### src/verilog/czcr_map.svh
/*
 Register offsets, field positions, reset values and code tables of the
 charger zone configuration registers.
 Assumes it is included by its bare name wherever these names are needed.
*/
`ifndef CZCR_MAP_SVH
`define CZCR_MAP_SVH

// Register offsets on the management bus
`define CZCR_ZONE4_OFFSET      8'h08
`define CZCR_T40_OFFSET        8'h09
// Reset values
`define CZCR_ZONE4_RESET       8'hF3
`define CZCR_T40_RESET         8'hC0
// Field positions
`define CZCR_THR_MSB           7
`define CZCR_THR_LSB           5
`define CZCR_VSET_MSB          4
`define CZCR_VSET_LSB          3
`define CZCR_ISET_MSB          2
`define CZCR_ISET_LSB          0
`define CZCR_RSVD_BIT          7
`define CZCR_RECHG_BIT         6
`define CZCR_NOTERM_BIT        5
// Read-only reserved bit value
`define CZCR_RSVD_VALUE        1'h1
// Writable mask of the second register (bit 7 is read-only)
`define CZCR_T40_WMASK         8'h7F
// Threshold temperatures, degrees C
`define CZCR_TEMP_0C           8'h00
`define CZCR_TEMP_10C          8'h0A
`define CZCR_TEMP_15C          8'h0F
`define CZCR_TEMP_40C          8'h28
`define CZCR_TEMP_45C          8'h2D
`define CZCR_TEMP_50C          8'h32
// Termination feedback voltage, millivolts
`define CZCR_MV_2000           12'h7D0
`define CZCR_MV_2050           12'h802
`define CZCR_MV_2075           12'h81B
`define CZCR_MV_2100           12'h834
// Current fraction in eighths of the programmed current, 0 when off
`define CZCR_FRAC_EIGHTHS_BASE 4'h1
// Per mille of the programmed current in one eighth
`define CZCR_PM_PER_EIGHTH     14'h07D
// Value answered for an unmapped read offset
`define CZCR_RD_UNMAPPED       8'h00

`endif

### src/verilog/czcr_pkg.sv
/*
 Types shared by the charger zone configuration register bank.
 Assumes nothing beyond a SystemVerilog compiler.
*/
package czcr_pkg;

   // Decoded range setting handed to the charger state machine
   typedef struct packed {
      logic [11:0] term_mv;      // Termination feedback voltage, mV
      logic [9:0]  cur_permille; // Share of programmed current, per mille
   } czcr_range_t;

   // Threshold decode result
   typedef struct packed {
      logic       valid;         // Low when a reserved code is programmed
      logic [7:0] temp_c;        // Boundary temperature, degrees C
   } czcr_thresh_t;

endpackage : czcr_pkg

### src/verilog/czcr_range_decode.sv
/*
 Decodes one temperature range's voltage and current fraction fields.
 Assumes the fields come from registers on the same clock; purely
 combinational, the caller registers the result.
*/
`timescale 1ns/1ps
`include "czcr_map.svh"
module czcr_range_decode
   import czcr_pkg::*;
(
   // Raw fields
   input  wire logic [1:0]  vset,
   input  wire logic [2:0]  iset,
   // Decoded setting
   output czcr_range_t      range
);

   //////////////////////////////////////////////////////////////////////////
   // Voltage code to millivolts
   function automatic logic [11:0] czcr_vset_mv(input logic [1:0] code);
      unique case (code)
         2'h0: czcr_vset_mv = `CZCR_MV_2000;
         2'h1: czcr_vset_mv = `CZCR_MV_2050;
         2'h2: czcr_vset_mv = `CZCR_MV_2075;
         2'h3: czcr_vset_mv = `CZCR_MV_2100;
      endcase
   endfunction : czcr_vset_mv

   // Code n>0 gives (n+1)/8; 111 is unlisted and kept at 100 percent
   function automatic logic [9:0] czcr_iset_pm(input logic [2:0] code);
      logic [13:0] eighths;
      eighths = 14'(code) + 14'(`CZCR_FRAC_EIGHTHS_BASE);
      if (code == 3'h0)
         czcr_iset_pm = 10'h000;
      else
         czcr_iset_pm = 10'(eighths * `CZCR_PM_PER_EIGHTH);
   endfunction : czcr_iset_pm

   //////////////////////////////////////////////////////////////////////////
   // Shared mapping for both ranges
   assign range.term_mv      = czcr_vset_mv(vset);
   assign range.cur_permille = czcr_iset_pm(iset);

endmodule : czcr_range_decode

### src/verilog/czcr_regs.sv
/*
 Charger zone configuration register bank: two 8-bit registers written
 and read by the host through the device's serial management interface,
 with their fields decoded for the charger control state machine.
 Assumes the serial interface delivers one-cycle write strobes and a
 read address on ref_clk; the read path answers the next cycle.
*/
`timescale 1ns/1ps
`include "czcr_map.svh"
module czcr_regs
   import czcr_pkg::*;
(
   // Clock and reset
   input  wire logic        ref_clk,
   input  wire logic        rst_n,
   // Register access from the serial interface
   input  wire logic        wr_en,
   input  wire logic [7:0]  wr_addr,
   input  wire logic [7:0]  wr_data,
   input  wire logic        rd_en,
   input  wire logic [7:0]  rd_addr,
   output logic      [7:0]  rd_data,
   output logic             rd_hit,
   // Events from the charger analog front end
   input  wire logic        low_batt_voltage,
   input  wire logic        low_charge_current,
   // Decoded configuration to the charger state machine
   output czcr_thresh_t     upper_warm_threshold,
   output czcr_range_t      warm_range,
   output czcr_range_t      hot_range,
   output logic             auto_recharge_enable,
   output logic             low_current_termination_disable,
   // Charger actions
   output logic             recharge_start,
   output logic             charge_terminate
);

   //////////////////////////////////////////////////////////////////////////
   // Storage
   logic [7:0]   zone4_r;     // Threshold and warm-range setting
   logic [7:0]   t40_r;       // Hot-range setting and charge controls
   logic [1:0]   lbv_sync_r;  // Low battery voltage synchroniser
   logic [1:0]   lcc_sync_r;  // Low charge current synchroniser
   logic         zone4_wr;    // Host writes the first register
   logic         t40_wr;      // Host writes the second register
   logic [7:0]   t40_nxt;     // Second register after a masked write
   logic [7:0]   rd_data_nxt; // Read mux output
   logic         rd_hit_nxt;  // Read of a mapped offset
   czcr_range_t  warm_nxt;    // Decoded warm-range setting
   czcr_range_t  hot_nxt;     // Decoded hot-range setting
   czcr_thresh_t thresh_nxt;  // Decoded threshold

   // Offset compare, shared by the write and the read decoders
   function automatic logic czcr_addr_match(input logic [7:0] addr, input logic [7:0] offset);
      czcr_addr_match = (addr == offset);
   endfunction : czcr_addr_match

   // Threshold code to temperature; reserved codes flagged invalid
   function automatic czcr_thresh_t czcr_thr_decode(input logic [2:0] code);
      czcr_thr_decode.valid = 1'b1;
      unique case (code)
         3'h1:    czcr_thr_decode.temp_c = `CZCR_TEMP_0C;
         3'h2:    czcr_thr_decode.temp_c = `CZCR_TEMP_10C;
         3'h3:    czcr_thr_decode.temp_c = `CZCR_TEMP_15C;
         3'h4:    czcr_thr_decode.temp_c = `CZCR_TEMP_40C;
         3'h5:    czcr_thr_decode.temp_c = `CZCR_TEMP_45C;
         3'h6:    czcr_thr_decode.temp_c = `CZCR_TEMP_50C;
         default: begin
            czcr_thr_decode.valid  = 1'b0;
            czcr_thr_decode.temp_c = `CZCR_TEMP_0C;
         end
      endcase
   endfunction : czcr_thr_decode

   //////////////////////////////////////////////////////////////////////////
   // Write decode; a write to any other offset is dropped silently
   assign zone4_wr = wr_en && czcr_addr_match(wr_addr, `CZCR_ZONE4_OFFSET);
   assign t40_wr   = wr_en && czcr_addr_match(wr_addr, `CZCR_T40_OFFSET);

   // Reserved bit 7 keeps its value whatever the host writes
   assign t40_nxt = (t40_r & ~`CZCR_T40_WMASK) | (wr_data & `CZCR_T40_WMASK);

   // First register: every bit writable
   always_ff @(posedge ref_clk or negedge rst_n) begin
      if (!rst_n) begin
         zone4_r <= `CZCR_ZONE4_RESET;
      end else if (zone4_wr) begin
         zone4_r <= wr_data;
      end
   end

   // Second register: masked so the reserved bit cannot be cleared
   always_ff @(posedge ref_clk or negedge rst_n) begin
      if (!rst_n) begin
         t40_r <= `CZCR_T40_RESET;
      end else if (t40_wr) begin
         t40_r <= t40_nxt;
      end
   end

   //////////////////////////////////////////////////////////////////////////
   // Read mux; a read in the cycle of a write still sees the old value
   always_comb begin
      rd_data_nxt = `CZCR_RD_UNMAPPED;
      if (czcr_addr_match(rd_addr, `CZCR_ZONE4_OFFSET)) begin
         rd_data_nxt = zone4_r;
      end else if (czcr_addr_match(rd_addr, `CZCR_T40_OFFSET)) begin
         rd_data_nxt = {`CZCR_RSVD_VALUE, t40_r[`CZCR_RSVD_BIT-1:0]};
      end
   end

   assign rd_hit_nxt = rd_en && (czcr_addr_match(rd_addr, `CZCR_ZONE4_OFFSET) ||
                                 czcr_addr_match(rd_addr, `CZCR_T40_OFFSET));

   // Read data holds until the next read so a slow host can fetch it late
   always_ff @(posedge ref_clk or negedge rst_n) begin
      if (!rst_n) begin
         rd_data <= `CZCR_RD_UNMAPPED;
      end else if (rd_en) begin
         rd_data <= rd_data_nxt;
      end
   end

   // Hit flag is a one-cycle pulse after each mapped read
   always_ff @(posedge ref_clk or negedge rst_n) begin
      if (!rst_n) begin
         rd_hit <= 1'b0;
      end else begin
         rd_hit <= rd_hit_nxt;
      end
   end

   //////////////////////////////////////////////////////////////////////////
   // Shared range decoders
   czcr_range_decode u_warm (
      .vset  (zone4_r[`CZCR_VSET_MSB:`CZCR_VSET_LSB]),
      .iset  (zone4_r[`CZCR_ISET_MSB:`CZCR_ISET_LSB]),
      .range (warm_nxt)
   );

   czcr_range_decode u_hot (
      .vset  (t40_r[`CZCR_VSET_MSB:`CZCR_VSET_LSB]),
      .iset  (t40_r[`CZCR_ISET_MSB:`CZCR_ISET_LSB]),
      .range (hot_nxt)
   );

   // Threshold decode; reserved codes give an invalid flag, not a guess
   assign thresh_nxt = czcr_thr_decode(zone4_r[`CZCR_THR_MSB:`CZCR_THR_LSB]);

   //////////////////////////////////////////////////////////////////////////
   // Decoded outputs registered so the state machine sees clean levels;
   // they trail a register write by one cycle
   always_ff @(posedge ref_clk or negedge rst_n) begin
      if (!rst_n) begin
         upper_warm_threshold <= '0;
      end else begin
         upper_warm_threshold <= thresh_nxt;
      end
   end

   // Warm-range setting
   always_ff @(posedge ref_clk or negedge rst_n) begin
      if (!rst_n) begin
         warm_range <= '0;
      end else begin
         warm_range <= warm_nxt;
      end
   end

   // Hot-range setting
   always_ff @(posedge ref_clk or negedge rst_n) begin
      if (!rst_n) begin
         hot_range <= '0;
      end else begin
         hot_range <= hot_nxt;
      end
   end

   // Recharge enable copy for the state machine
   always_ff @(posedge ref_clk or negedge rst_n) begin
      if (!rst_n) begin
         auto_recharge_enable <= 1'b0;
      end else begin
         auto_recharge_enable <= t40_r[`CZCR_RECHG_BIT];
      end
   end

   // Termination disable copy for the state machine
   always_ff @(posedge ref_clk or negedge rst_n) begin
      if (!rst_n) begin
         low_current_termination_disable <= 1'b0;
      end else begin
         low_current_termination_disable <= t40_r[`CZCR_NOTERM_BIT];
      end
   end

   //////////////////////////////////////////////////////////////////////////
   // Analog comparator outputs are asynchronous; two flops before use
   always_ff @(posedge ref_clk or negedge rst_n) begin
      if (!rst_n) begin
         lbv_sync_r <= '0;
      end else begin
         lbv_sync_r <= {lbv_sync_r[0], low_batt_voltage};
      end
   end

   // Second comparator has its own synchroniser; no shared flops
   always_ff @(posedge ref_clk or negedge rst_n) begin
      if (!rst_n) begin
         lcc_sync_r <= '0;
      end else begin
         lcc_sync_r <= {lcc_sync_r[0], low_charge_current};
      end
   end

   //////////////////////////////////////////////////////////////////////////
   // Level requests to the charger; it acts on them as long as they stand.
   // The control bits are taken straight from the register so a change of
   // setting acts one cycle sooner than a comparator event
   always_ff @(posedge ref_clk or negedge rst_n) begin
      if (!rst_n) begin
         recharge_start <= 1'b0;
      end else begin
         recharge_start <= lbv_sync_r[1] & t40_r[`CZCR_RECHG_BIT];
      end
   end

   // Termination request, masked while current-based termination is off
   always_ff @(posedge ref_clk or negedge rst_n) begin
      if (!rst_n) begin
         charge_terminate <= 1'b0;
      end else begin
         charge_terminate <= lcc_sync_r[1] & ~t40_r[`CZCR_NOTERM_BIT];
      end
   end

endmodule : czcr_regs

### config.mk
export PLATFORM = sky130hd
export DESIGN_NAME = czcr_regs
export DESIGN_NICKNAME = d
export VERILOG_FILES = /design/src/verilog/czcr_pkg.sv /design/src/verilog/czcr_range_decode.sv /design/src/verilog/czcr_regs.sv
export VERILOG_INCLUDE_DIRS = /design/src /design/src/verilog
export SDC_FILE = /design/constraint.sdc
export NUM_CORES = 1
export LEC_CHECK = 0
export BUFFER_PORTS_ARGS = -buffer_cell sky130_fd_sc_hd__clkbuf_2
export CAP_MARGIN = 20
export CELL_PAD_IN_SITES_DETAIL_PLACEMENT = 1
export CELL_PAD_IN_SITES_GLOBAL_PLACEMENT = 1
export CORE_MARGIN = 3
export CORE_UTILIZATION = 45
export DETAILED_ROUTE_END_ITERATION = 10
export GPL_TIMING_DRIVEN = 0
export HOLD_SLACK_MARGIN = 0.03
export PLACE_DENSITY_LB_ADDON = 0.1
export SYNTH_ARGS = -nofsm -noshare
export SYNTH_HDL_FRONTEND = slang
export SYNTH_SLANG_ARGS = --single-unit
### constraint.sdc
create_clock -name ref_clk -period 8.87 [get_ports ref_clk]
set_clock_uncertainty 0.15 [all_clocks]
set_input_delay 0.887 -clock ref_clk [delete_from_list [all_inputs] [get_ports ref_clk]]
set_output_delay 0.887 -clock ref_clk [all_outputs]
set_load 0.02 [all_outputs]
# ---- After elaboration in Yosys (flattened, before gate mapping)
# Cells that the tools add are included.
dict set report totals {
  ff_bits 84
  input_bits 30
  output_inout_bits 66
  elab_cells 57
}
dict set report op_classes {
  addsub 2
  n_mul 2
  n_eq_ne 16
  muxes 8
  n_bitwise 4
  n_reduce_logical 9
}
# op count
set op_table {}
lappend op_table {{12-bit one-hot mux with 4 select lines} 2}
lappend op_table {{8-bit by 4-bit equality test with 1-bit output, second input constant} 4}
lappend op_table {{6-bit one-hot mux with 5 select lines} 1}
lappend op_table {{14-bit by 7-bit multiplier with 10-bit output, second input constant} 2}
lappend op_table {{10-bit two-way mux} 2}
lappend op_table {{8-bit two-way mux} 2}
lappend op_table {{3-bit equality test, second input constant} 3}
lappend op_table {{3-bit by 1-bit adder with 4-bit output, second input constant} 2}
lappend op_table {{2-bit equality test, second input constant} 4}
lappend op_table {{8-bit by 7-bit bitwise OR with 8-bit output} 1}
lappend op_table {{3-bit by 2-bit equality test with 1-bit output, second input constant} 2}
lappend op_table {{3-bit zero test} 2}
lappend op_table {{6-bit OR reduction} 1}
lappend op_table {{2-bit by 1-bit equality test with 1-bit output, second input constant} 2}
lappend op_table {{2-bit zero test} 2}
lappend op_table {{3-bit by 1-bit equality test with 1-bit output, second input constant} 1}
lappend op_table {{1-bit logical AND} 3}
lappend op_table {{1-bit bitwise AND} 2}
lappend op_table {{1-bit logical OR} 1}
lappend op_table {{1-bit two-way mux} 1}
lappend op_table {{1-bit inverter} 1}

# ---- Depth between registers and ports, before layout
# Gate-level depths: netlist (run 1).
dict set report depth {
  depth_word 3
  depth_mapped 13
  ltp_nobuf 12
}

# ---- By module
# Synthesis (run 1) repeated with hierarchy kept, for this count alone.
dict set report unflattened {
  cells_unflattened 326
  area_unflattened_um2 4070.2
}
# module n_inst cells_each area_per_inst_um2 seq_area_each_um2
set modules_own_cells {}
lappend modules_own_cells {czcr_regs 1 148 2623.8 2060.7}
lappend modules_own_cells {czcr_range_decode 2 89 723.2 0.0}

# ---- Least setup slack after synthesis (run 1)
# Ideal clock, no wire load.
dict set report synth_timing {
  path_type {register to register}
  startpoint {reg zone4_r[0]}
  endpoint {reg warm_range[7] in the netlist's numbering}
  setup_time_ns 0.078
  arrival_ns 3.423
  t_required_ns 8.642
  slack_ns 5.219
  path_stages_with_launch 13
  n_path_buf 0
  period_less_slack_ns 3.651
  path_cell_list {dfstp_2 > ha_1 > xor2_1 > inv_1 > fa_1 > inv_1 > fa_1 > inv_1 > ha_1 > nor2b_1 > o21a_1 > or3_1 > a21oi_1}
}
# item line
set synth_rtl {}
lappend synth_rtl {{start, declared} czcr_regs.sv:40} ;# logic [7:0] zone4_r;
lappend synth_rtl {{start signal, assigned} czcr_regs.sv:86} ;# zone4_r <= `CZCR_ZONE4_RESET;
lappend synth_rtl {{start signal, assigned} czcr_regs.sv:88} ;# zone4_r <= wr_data;
lappend synth_rtl {{end signal, assigned} czcr_regs.sv:166} ;# warm_range <= warm_nxt;
lappend synth_rtl {{end, declared} czcr_regs.sv:29} ;# output czcr_range_t warm_range,

==> results of run 1 <==
-- registers in the layout (all words and copies together), names as in the netlist --
| register | cells |
|---|---|
| upper_warm_threshold | 6 |
| charge_terminate | 1 |
| hot_range | 16 |
| low_current_termination_disable | 1 |
| zone4_r | 8 |
| rd_hit | 1 |
| warm_range | 16 |
| t40_r | 7 |
| rd_data | 8 |
| lbv_sync_r | 2 |
| recharge_start | 1 |
| lcc_sync_r | 2 |
| auto_recharge_enable | 1 |
-- power by group --
group	internal, W	switching (W)	leakage (nW)
clock	0.000130	0.000129	0.0956
sequential	0.000338	0.00000929	0.912
combinational	0.0000652	0.0000944	1.42
-- final cells by class --
cell class | instances | area [µm²] | area share, %
flip-flops and latches | 70 | 1760 | 38.45
repair buffers | 93 | 483.0 | 10.55
multi-input cells | 186 | 1699 | 37.11
inverters | 44 | 165.2 | 3.608
plain buffers | 23 | 146.4 | 3.198
clock inverters | 7 | 72.57 | 1.585
well taps | 102 | 127.6 | 2.788
clock buffers | 9 | 123.9 | 2.706
-- cell usage in the layout (no fill, tap or decap), types with 10 or more instances in the layout --
| cell type | synthesis | final |
|---|---|---|
| clkbuf_2 | 0 | 91 |
| mux2_2 | 10 | 10 |
| nor2_1 | 18 | 18 |
| o21ai_0 | 10 | 10 |
| dfrtp_1 | 63 | 63 |
| nand2_1 | 18 | 18 |
| nor2b_1 | 11 | 11 |
| inv_1 | 43 | 43 |
| ha_1 | 34 | 34 |
| buf_4 | 15 | 15 |
| fa_1 | 14 | 14 |
-- logic make-up after synthesis --
family | after synthesis | synth area share, %
AO/OA/AOI/OAI | 36 | 6.542
XOR/XNOR | 13 | 3.022
adder cells (fa/ha/maj) | 48 | 18.73
buffers and inverters | 67 | 8.269
flip-flops | 70 | 46.73
multiplexers | 18 | 6.178
other | 1 | 0.09954
AND/OR/NAND/NOR | 69 | 10.43
-- per-stage QoR --
| step | hold WS, ns | total power (W) |
|---|---|---|
| after floorplan | 0.1812 | 0.0004600 |
| after global routing | 0.2270 | 0.0008152 |
| after CTS | 0.2268 | 0.0007787 |
| after global placement | 0.1899 | 0.0005069 |
| final | 0.2246 | 0.0007657 |
| after detailed placement | 0.2092 | 0.0005152 |
-- metal layers --
metal	vias up	track usage, %	part of all wire [%]
met4	0	7.242	2.1
met1	1286	22.76	43
met2	60	31.47	51
met5	-	0	0
met3	16	3.661	3.7
li1	1232	-	-
-- how the worst min path moves through the flow --
stage	from	end	slack, ns	cells past startpoint
floorplan	lbv_sync_r[0]	lbv_sync_r[1]	0.18	0
global placement	lcc_sync_r[0]	lcc_sync_r[1]	0.19	0
detailed placement	lbv_sync_r[0]	lbv_sync_r[1]	0.21	0
CTS	lbv_sync_r[0]	lbv_sync_r[1]	0.23	0
global route	lcc_sync_r[0]	lcc_sync_r[1]	0.23	0
finish	lcc_sync_r[0]	lcc_sync_r[1]	0.22	0
==> impl_metrics.env, run 1 <==
export IMPL_antenna_found_initial=0
export IMPL_hold_viol_final=0
export IMPL_drc=0
export IMPL_antenna_cells=0
export IMPL_die_w_um=97.50
export IMPL_path_delay_family="adder cells"
export IMPL_cpMostUsedCell="inv_1"
export IMPL_via_per_inst=4.858
export IMPL_cts_root_buffer="clkbuf_8"
export IMPL_grt_pass1_vias=2822
export IMPL_crit_fanout=8
export IMPL_path_class="register to register"
export IMPL_synth_common_cells="dfrtp_1 (63), inv_1 (43), ha_1 (34), nand2_1 (18), nor2_1 (18)"
export IMPL_cts_setup_buffers=0
export IMPL_grt_setup_unrepaired="false"
export IMPL_cts_buffers=9
export IMPL_fin_ws_ns=4.931
export IMPL_reg2reg_slack_ns=4.93
export IMPL_place_gp_congestion=0.7402
export IMPL_finalSetupViolations=0
export IMPL_holdBufCountCts=0
export IMPL_coreArea_um2=7928
export IMPL_netlist_area_um2=3767
export IMPL_place_hpwl_um=6171
export IMPL_r2r_cells=12
export IMPL_rows=32
export IMPL_crit_chain="ha_1, xor2_1, inv_1, fa_1, inv_1, fa_1, inv_1, ha_1, nor2b_1, o21a_1, or3_1, a21oi_1"
export IMPL_grt_max_degree=41
export IMPL_detail_route_first_pass_iterations=5
export IMPL_path_depth=12
export IMPL_pin_count=96
export IMPL_clk_pin_slew_ns=0.08
export IMPL_worstSetupStartpointType="register"
export IMPL_drt_iter0_markers=58
export IMPL_period_needed_ns=3.939
export IMPL_p_leak_nw=2.426
export IMPL_layout_nets=505
export IMPL_final_area_um2=4578
export IMPL_synth_top_area_cell="dfrtp_1"
export IMPL_yosys_cell_count_top_type="dfrtp_1"
export IMPL_wl_per_cell_um=15.05
export IMPL_endpoint="warm_range[7]"
export IMPL_p_per_area_nw_per_um2=167.3
export IMPL_die_y_um=97.50
export IMPL_max_cap_violations=0
export IMPL_grt_pass1_wl_um=13850
export IMPL_max_stage_delay_ns=0.64
export IMPL_tns_ns=0
export IMPL_cts_sinks=70
export IMPL_area_delta_synth_final_pct=21.52
export IMPL_syn_area_per_cell_um2=11.70
export IMPL_overflow=0
export IMPL_synth_edf_count=0
export IMPL_max_freq_ghz=0.2538
export IMPL_hp_class="register to register"
export IMPL_port_buffers=92
export IMPL_cts_tree="built"
export IMPL_start_util_pct=47.52
export IMPL_track_usage_pct=18.38
export IMPL_synth_ff_type="dfrtp_1"
export IMPL_yosysTopAreaCellShare_pct=41.85
export IMPL_cts_resized=0
export IMPL_clock_latency_ns=0.35
export IMPL_r2r_start="zone4_r[0]"
export IMPL_r2r_end="warm_range[7]"
export IMPL_worst_setup_path_end_kind="register"
export IMPL_fillers=903
export IMPL_worstPathArrival_ns=4.06
export IMPL_dieArea_um2=9506
export IMPL_post_route_period_util_pct=44.41
export IMPL_dp_cells=518
export IMPL_clockBufferDepth=2
export IMPL_synthCells=322
export IMPL_finalNonFillerCells=534
export IMPL_yosysSeqAreaShare_pct=46.73
export IMPL_via_count=2594
export IMPL_drive_gt1_share_pct=36.81
export IMPL_slowest_stage="dfstp_2"
export IMPL_status="completed"
export IMPL_final_util_pct=57.75
export IMPL_slew_violations=0
export IMPL_ys_warn_count=0
export IMPL_path_buf_inv=3
export IMPL_crit_start="zone4_r[0]"
export IMPL_synth_seq_cells=70
export IMPL_yosys_top_cells_area="dfrtp_1 (42%), ha_1 (11%), fa_1 (7.4%)"
export IMPL_cp_data_required_time_ns=8.99
export IMPL_async_flop_share_pct=100.0
export IMPL_h_tree_depth=3
export IMPL_place_area_um2=4382
export IMPL_synth_cell_types=40
export IMPL_drtAntennaViolNets=0
export IMPL_wl_um=8036
export IMPL_pre_cts_ws_ns=4.943
export IMPL_ir_drop_uv=82.15
Power figures use the tool's default switching activity.
==> run 2, diff against run 1 <==
- CORE_UTILIZATION: 45 -> 42
- clock period: 8.87 -> 4.1 ns (I/O delays scaled with it)
==> run 2 against run 1 <==
- non-clock buffer count grew 9
- via count grew 1.9%
- first-iteration DRC count shrank 40%
- sequential power grew 120%
- total power grew 130%
- critical path type unchanged
- largest power group unchanged
==> impl_metrics.env, run 2 (same netlist as run 1, synthesis figures left out) <==
export IMPL_endpoint="warm_range[9]"
export IMPL_crit_fanout=6
export IMPL_drive_gt1_share_pct=38.55
export IMPL_final_common_cell="clkbuf_2"
export IMPL_rows=33
export IMPL_clockBufferDepth=2
export IMPL_grt_pass1_vias=2866
export IMPL_worst_slew_pin_slew_ns=0.5252
export IMPL_slew_violations=0
export IMPL_r2r_start="zone4_r[0]"
export IMPL_path_class="register to register"
export IMPL_cts_root_buffer="clkbuf_8"
export IMPL_path_depth=12
export IMPL_antenna_cells=0
export IMPL_path_delay_family="adder cells"
export IMPL_worstSetupStartpointType="register"
export IMPL_clk_pin_slew_ns=0.08
export IMPL_die_y_um=100.7
export IMPL_cts_sinks=70
export IMPL_die_w_um=100.7
export IMPL_r2r_cells=12
export IMPL_path_buf_inv=3
export IMPL_drtAntennaViolNets=0
export IMPL_wl_um=8410
export IMPL_worst_setup_path_end_kind="register"
export IMPL_overflow=0
export IMPL_start_util_pct=44.51
export IMPL_final_cell_mix="clkbuf_2 (91), dfrtp_1 (62), inv_1 (42)"
export IMPL_final_util_pct=55.71
export IMPL_top_regs="hot_range x16, warm_range x16"
export IMPL_tns_ns=0
export IMPL_detail_route_first_pass_iterations=4
export IMPL_max_cap_violations=0
export IMPL_antenna_found_initial=0
export IMPL_cp_data_required_time_ns=4.22
export IMPL_pre_cts_ws_ns=0.1335
export IMPL_crit_chain="ha_2, xor2_2, inv_1, fa_1, inv_1, fa_1, inv_1, ha_1, nor2b_1, o211ai_1, a31o_2, a21oi_1"
export IMPL_layout_nets=514
export IMPL_via_count=2643
export IMPL_hold_viol_final=0
export IMPL_grt_setup_unrepaired="false"
export IMPL_cts_tree="built"
export IMPL_period_needed_ns=3.860
export IMPL_grt_pass1_wl_um=13980
export IMPL_ir_drop_uv=198.6
export IMPL_place_gp_congestion=0.7701
export IMPL_coreArea_um2=8464
export IMPL_via_per_inst=4.841
export IMPL_max_freq_ghz=0.2591
export IMPL_r2r_end="warm_range[9]"
export IMPL_port_buffers=92
export IMPL_status="completed"
export IMPL_slowest_stage="dfstp_2"
export IMPL_p_leak_nw=2.486
export IMPL_post_route_period_util_pct=94.13
export IMPL_multi_input_comb_area_um2=1712
export IMPL_hp_class="input port to register"
export IMPL_pin_count=96
export IMPL_fin_ws_ns=0.2405
export IMPL_wl_per_cell_um=15.40
export IMPL_clock_latency_ns=0.34
export IMPL_drt_iter0_markers=35
export IMPL_h_tree_depth=3
export IMPL_max_slew_margin_pct=64.99
export IMPL_drc=0
export IMPL_dieArea_um2=10140
export IMPL_finalSetupViolations=0
export IMPL_cts_buffers=9
export IMPL_min_delay_start="wr_data[7]"
export IMPL_crit_start="zone4_r[0]"
export IMPL_area_delta_synth_final_pct=25.17
export IMPL_fillers=947
export IMPL_worstPathArrival_ns=3.98
export IMPL_max_stage_delay_ns=0.63
export IMPL_total_power_w=0.001748
export IMPL_regArea_um2=1762
export IMPL_cpMostUsedCell="inv_1"
export IMPL_grt_max_degree=48
export IMPL_place_hpwl_um=6247
export IMPL_reg2reg_slack_ns=0.24
export IMPL_p_per_area_nw_per_um2=370.6
export IMPL_track_usage_pct=17.85
## run 2: changes by cell type in the layout (fill, tap and decap cells not counted), moves of 2 or more
cell,before,now
dlygate4sd3_1,0,3
buf_4,15,21
clkinv_4,1,3
clkinv_2,2,0
## run 2: how the worst min path moves through the flow
stage,end,cells past startpoint
final,zone4_r[7],2
after global routing,zone4_r[7],2
after detailed placement,lbv_sync_r[1],0
after floorplan,auto_recharge_enable,0
after CTS,zone4_r[7],2
after global placement,lbv_sync_r[1],0
## run 2: worst reg2reg max path: stages (launching register included)
cell	delay (ns)
dfstp_2	0.63
ha_2	0.26
xor2_2	0.23
inv_1	0.13
fa_1	0.60
inv_1	0.10
fa_1	0.50
inv_1	0.04
ha_1	0.31
nor2b_1	0.30
o211ai_1	0.15
a31o_2	0.24
a21oi_1	0.14
## run 2: per-stage QoR
step           hold WS, ns  cells  cell area (µm²)
3_5_place_dp        0.1902    521             4393
5_1_grt             0.1591    546             4716
4_1_cts             0.1442    540             4653
3_3_place_gp        0.1859    520             4363
2_1_floorplan     -0.03559    323             3771
6_report            0.1569    546             4716
## run 2: report_power, final
group / internal (W) / switching [W] / total (W)
registers: 0.000731 / 0.0000201 / 0.000751
clock network: 0.000352 / 0.000289 / 0.000641
logic: 0.000149 / 0.000208 / 0.000356
total: 0.00123 / 0.000516 / 0.00175
## run 2: per-layer routing
metal | share of wire, % | track usage (%)
met1 | 42 | 21.22
met2 | 52 | 31.75
met3 | 4.3 | 3.322
met4 | 1.8 | 6.943
met5 | 0 | 0
## run 2: repair_timing
action / CTS / global route
gates resized for setup: 0 / 5
hold endpoints to repair: 25 / 0
setup endpoints to repair: 0 / 6
hold buffers: 3 / 0
buffers inserted: 0 / 6
## run 2: final cells by class
type                    count  share of cell area, %
flip-flops and latches     70                  37.36
multi-input cells         186                  36.30
repair buffers            102                  11.99
inverters                  44                  3.582
plain buffers              23                  3.104
well taps                 105                  2.786
clock buffers               9                  2.627
clock inverters             7                  2.255
==> run 3, diff against run 2 <==
--- a/config.mk
+++ b/config.mk
@@ -11,5 +11,5 @@
 export CELL_PAD_IN_SITES_DETAIL_PLACEMENT = 1
-export CELL_PAD_IN_SITES_GLOBAL_PLACEMENT = 1
+export CELL_PAD_IN_SITES_GLOBAL_PLACEMENT = 2
 export CORE_MARGIN = 3
-export CORE_UTILIZATION = 42
+export CORE_UTILIZATION = 34
 export DETAILED_ROUTE_END_ITERATION = 10
@@ -21 +21,2 @@
 export SYNTH_SLANG_ARGS = --single-unit
+export TNS_END_PERCENT = 100
--- a/constraint.sdc
+++ b/constraint.sdc
@@ -4,2 +4,2 @@
 set_output_delay 0.41 -clock ref_clk [all_outputs]
-set_load 0.02 [all_outputs]
+set_load 0.05 [all_outputs]
==> run 3 against run 2 <==
- hold slack worse by 0.11 ns
- clock-buffer cell count stayed put
- non-clock buffer count is 4 lower
- design area is 0.48% lower
- via count is 3.1% lower
- sequential share of layout area is 0.18 points higher
- sequential cell count stayed put
- combinational power is 23% higher
- wire length is 3.1% lower
- first-iteration DRC count is 26% higher
- global-route usage is 3.9 points lower
==> impl_metrics.env, run 3 (same netlist as run 1, synthesis figures left out) <==
export IMPL_status="completed"
export IMPL_wl_um=8148
export IMPL_grt_pass1_vias=2763
export IMPL_grt_max_degree=44
export IMPL_h_tree_depth=3
export IMPL_worst_setup_path_end_kind="register"
export IMPL_p_per_area_nw_per_um2=378.1
export IMPL_coreArea_um2=10560
export IMPL_cts_buffers=9
export IMPL_cts_tree="built"
export IMPL_post_route_period_util_pct=93.54
export IMPL_start_util_pct=35.69
export IMPL_final_common_cell="clkbuf_2"
export IMPL_port_buffers=92
export IMPL_detail_route_first_pass_iterations=4
export IMPL_finalNonFillerCells=573
export IMPL_slowest_stage="dfstp_2"
export IMPL_dp_cells=552
export IMPL_top_regs="hot_range x16, warm_range x16"
export IMPL_max_freq_ghz=0.2607
export IMPL_tns_ns=0
export IMPL_cts_sinks=70
export IMPL_drt_iter0_markers=44
export IMPL_hp_class="input port to register"
export IMPL_place_area_um2=4424
export IMPL_place_hpwl_um=6313
export IMPL_die_w_um=111.3
export IMPL_crit_chain="ha_2, xor2_2, inv_1, fa_1, inv_1, fa_1, inv_1, ha_1, nor2b_1, o21a_1, or3_1, a21oi_1"
export IMPL_final_cell_mix="clkbuf_2 (91), dfrtp_1 (62), inv_1 (42)"
export IMPL_cp_data_required_time_ns=4.22
export IMPL_pin_count=96
export IMPL_cts_root_buffer="clkbuf_8"
export IMPL_crit_fanout=7
export IMPL_drtAntennaViolNets=0
export IMPL_die_y_um=111.3
export IMPL_worstSetupStartpointType="register"
export IMPL_rows=37
export IMPL_period_needed_ns=3.835
export IMPL_final_area_um2=4693
export IMPL_via_count=2561
export IMPL_final_util_pct=44.46
export IMPL_drive_gt1_share_pct=38.22
export IMPL_path_delay_family="adder cells"
export IMPL_clockBufferDepth=2
export IMPL_max_cap_violations=0
export IMPL_track_usage_pct=13.91
export IMPL_overflow=0
export IMPL_ir_drop_uv=138.7
export IMPL_path_buf_inv=3
export IMPL_place_gp_congestion=0.7199
export IMPL_area_delta_synth_final_pct=24.58
export IMPL_via_per_inst=4.469
export IMPL_grt_setup_unrepaired="false"
export IMPL_clk_pin_slew_ns=0.09
export IMPL_max_stage_delay_ns=0.64
export IMPL_path_class="register to register"
export IMPL_hold_viol_final=0
export IMPL_antenna_cells=0
export IMPL_grt_pass1_wl_um=13900
export IMPL_finalSetupViolations=0
export IMPL_slew_violations=0
export IMPL_layout_nets=510
export IMPL_worstPathArrival_ns=3.96
export IMPL_clock_latency_ns=0.34
export IMPL_wl_per_cell_um=14.22
export IMPL_cpMostUsedCell="inv_1"
export IMPL_dieArea_um2=12380
export IMPL_antenna_found_initial=0
export IMPL_p_leak_nw=2.450
export IMPL_drc=0
==> run 3: final timing paths <==
check | slack (ns) | cells after the start | startpoint | end
setup / recovery | 0.26 | 12 | zone4_r[0] | warm_range[7]
hold / removal | 0.05 | 1 | low_batt_voltage | lbv_sync_r[0]
setup reg to reg | 0.26 | 12 | zone4_r[0] | warm_range[7]
hold reg to reg | 0.23 | 0 | lbv_sync_r[0] | lbv_sync_r[1]
max in group asynchronous | 2.77 | 3 | rst_n | zone4_r[4]
min in group asynchronous | 0.41 | 2 | rst_n | hot_range[21]
==> run 3: timing repair <==
item	in CTS	in global routing
endpoints found under the hold margin	27	0
buffers inserted	0	3
hold buffers	2	0
resized for setup	0	5
endpoints found under the setup margin	0	7
==> run 3: metal layers <==
layer	track usage, %	up-vias	wire [µm]
met5	0	-	0
met4	4.623	0	114
met3	2.838	11	314
met2	23.48	55	4081
met1	17.80	1259	3637
li1	-	1236	-
==> run 3: area by class of cell <==
type	count	area [µm²]
well taps	136	170.2
plain buffers	23	146.4
fillers	1211	5862
flip-flops and latches	70	1762
clock inverters	7	80.08
clock buffers	9	123.9
inverters	44	168.9
repair buffers	98	525.5
multi-input cells	186	1717
==> run 3: stage by stage <==
stage	power, W	setup slack (ns)	hold WS, ns
floorplan	0.001085	0.4489	-0.03559
global route	0.001883	0.03801	0.03922
CTS	0.001806	0.07195	0.04005
detailed placement	0.001208	0.09551	0.1964
global placement	0.001195	0.1382	0.1870
finish	0.001775	0.2647	0.05116
==> run 3: power breakdown <==
group | switching [W] | internal [W]
clock | 0.000297 | 0.000290
combinational | 0.000294 | 0.000144
sequential | 0.0000200 | 0.000731
total | 0.000610 | 0.00116
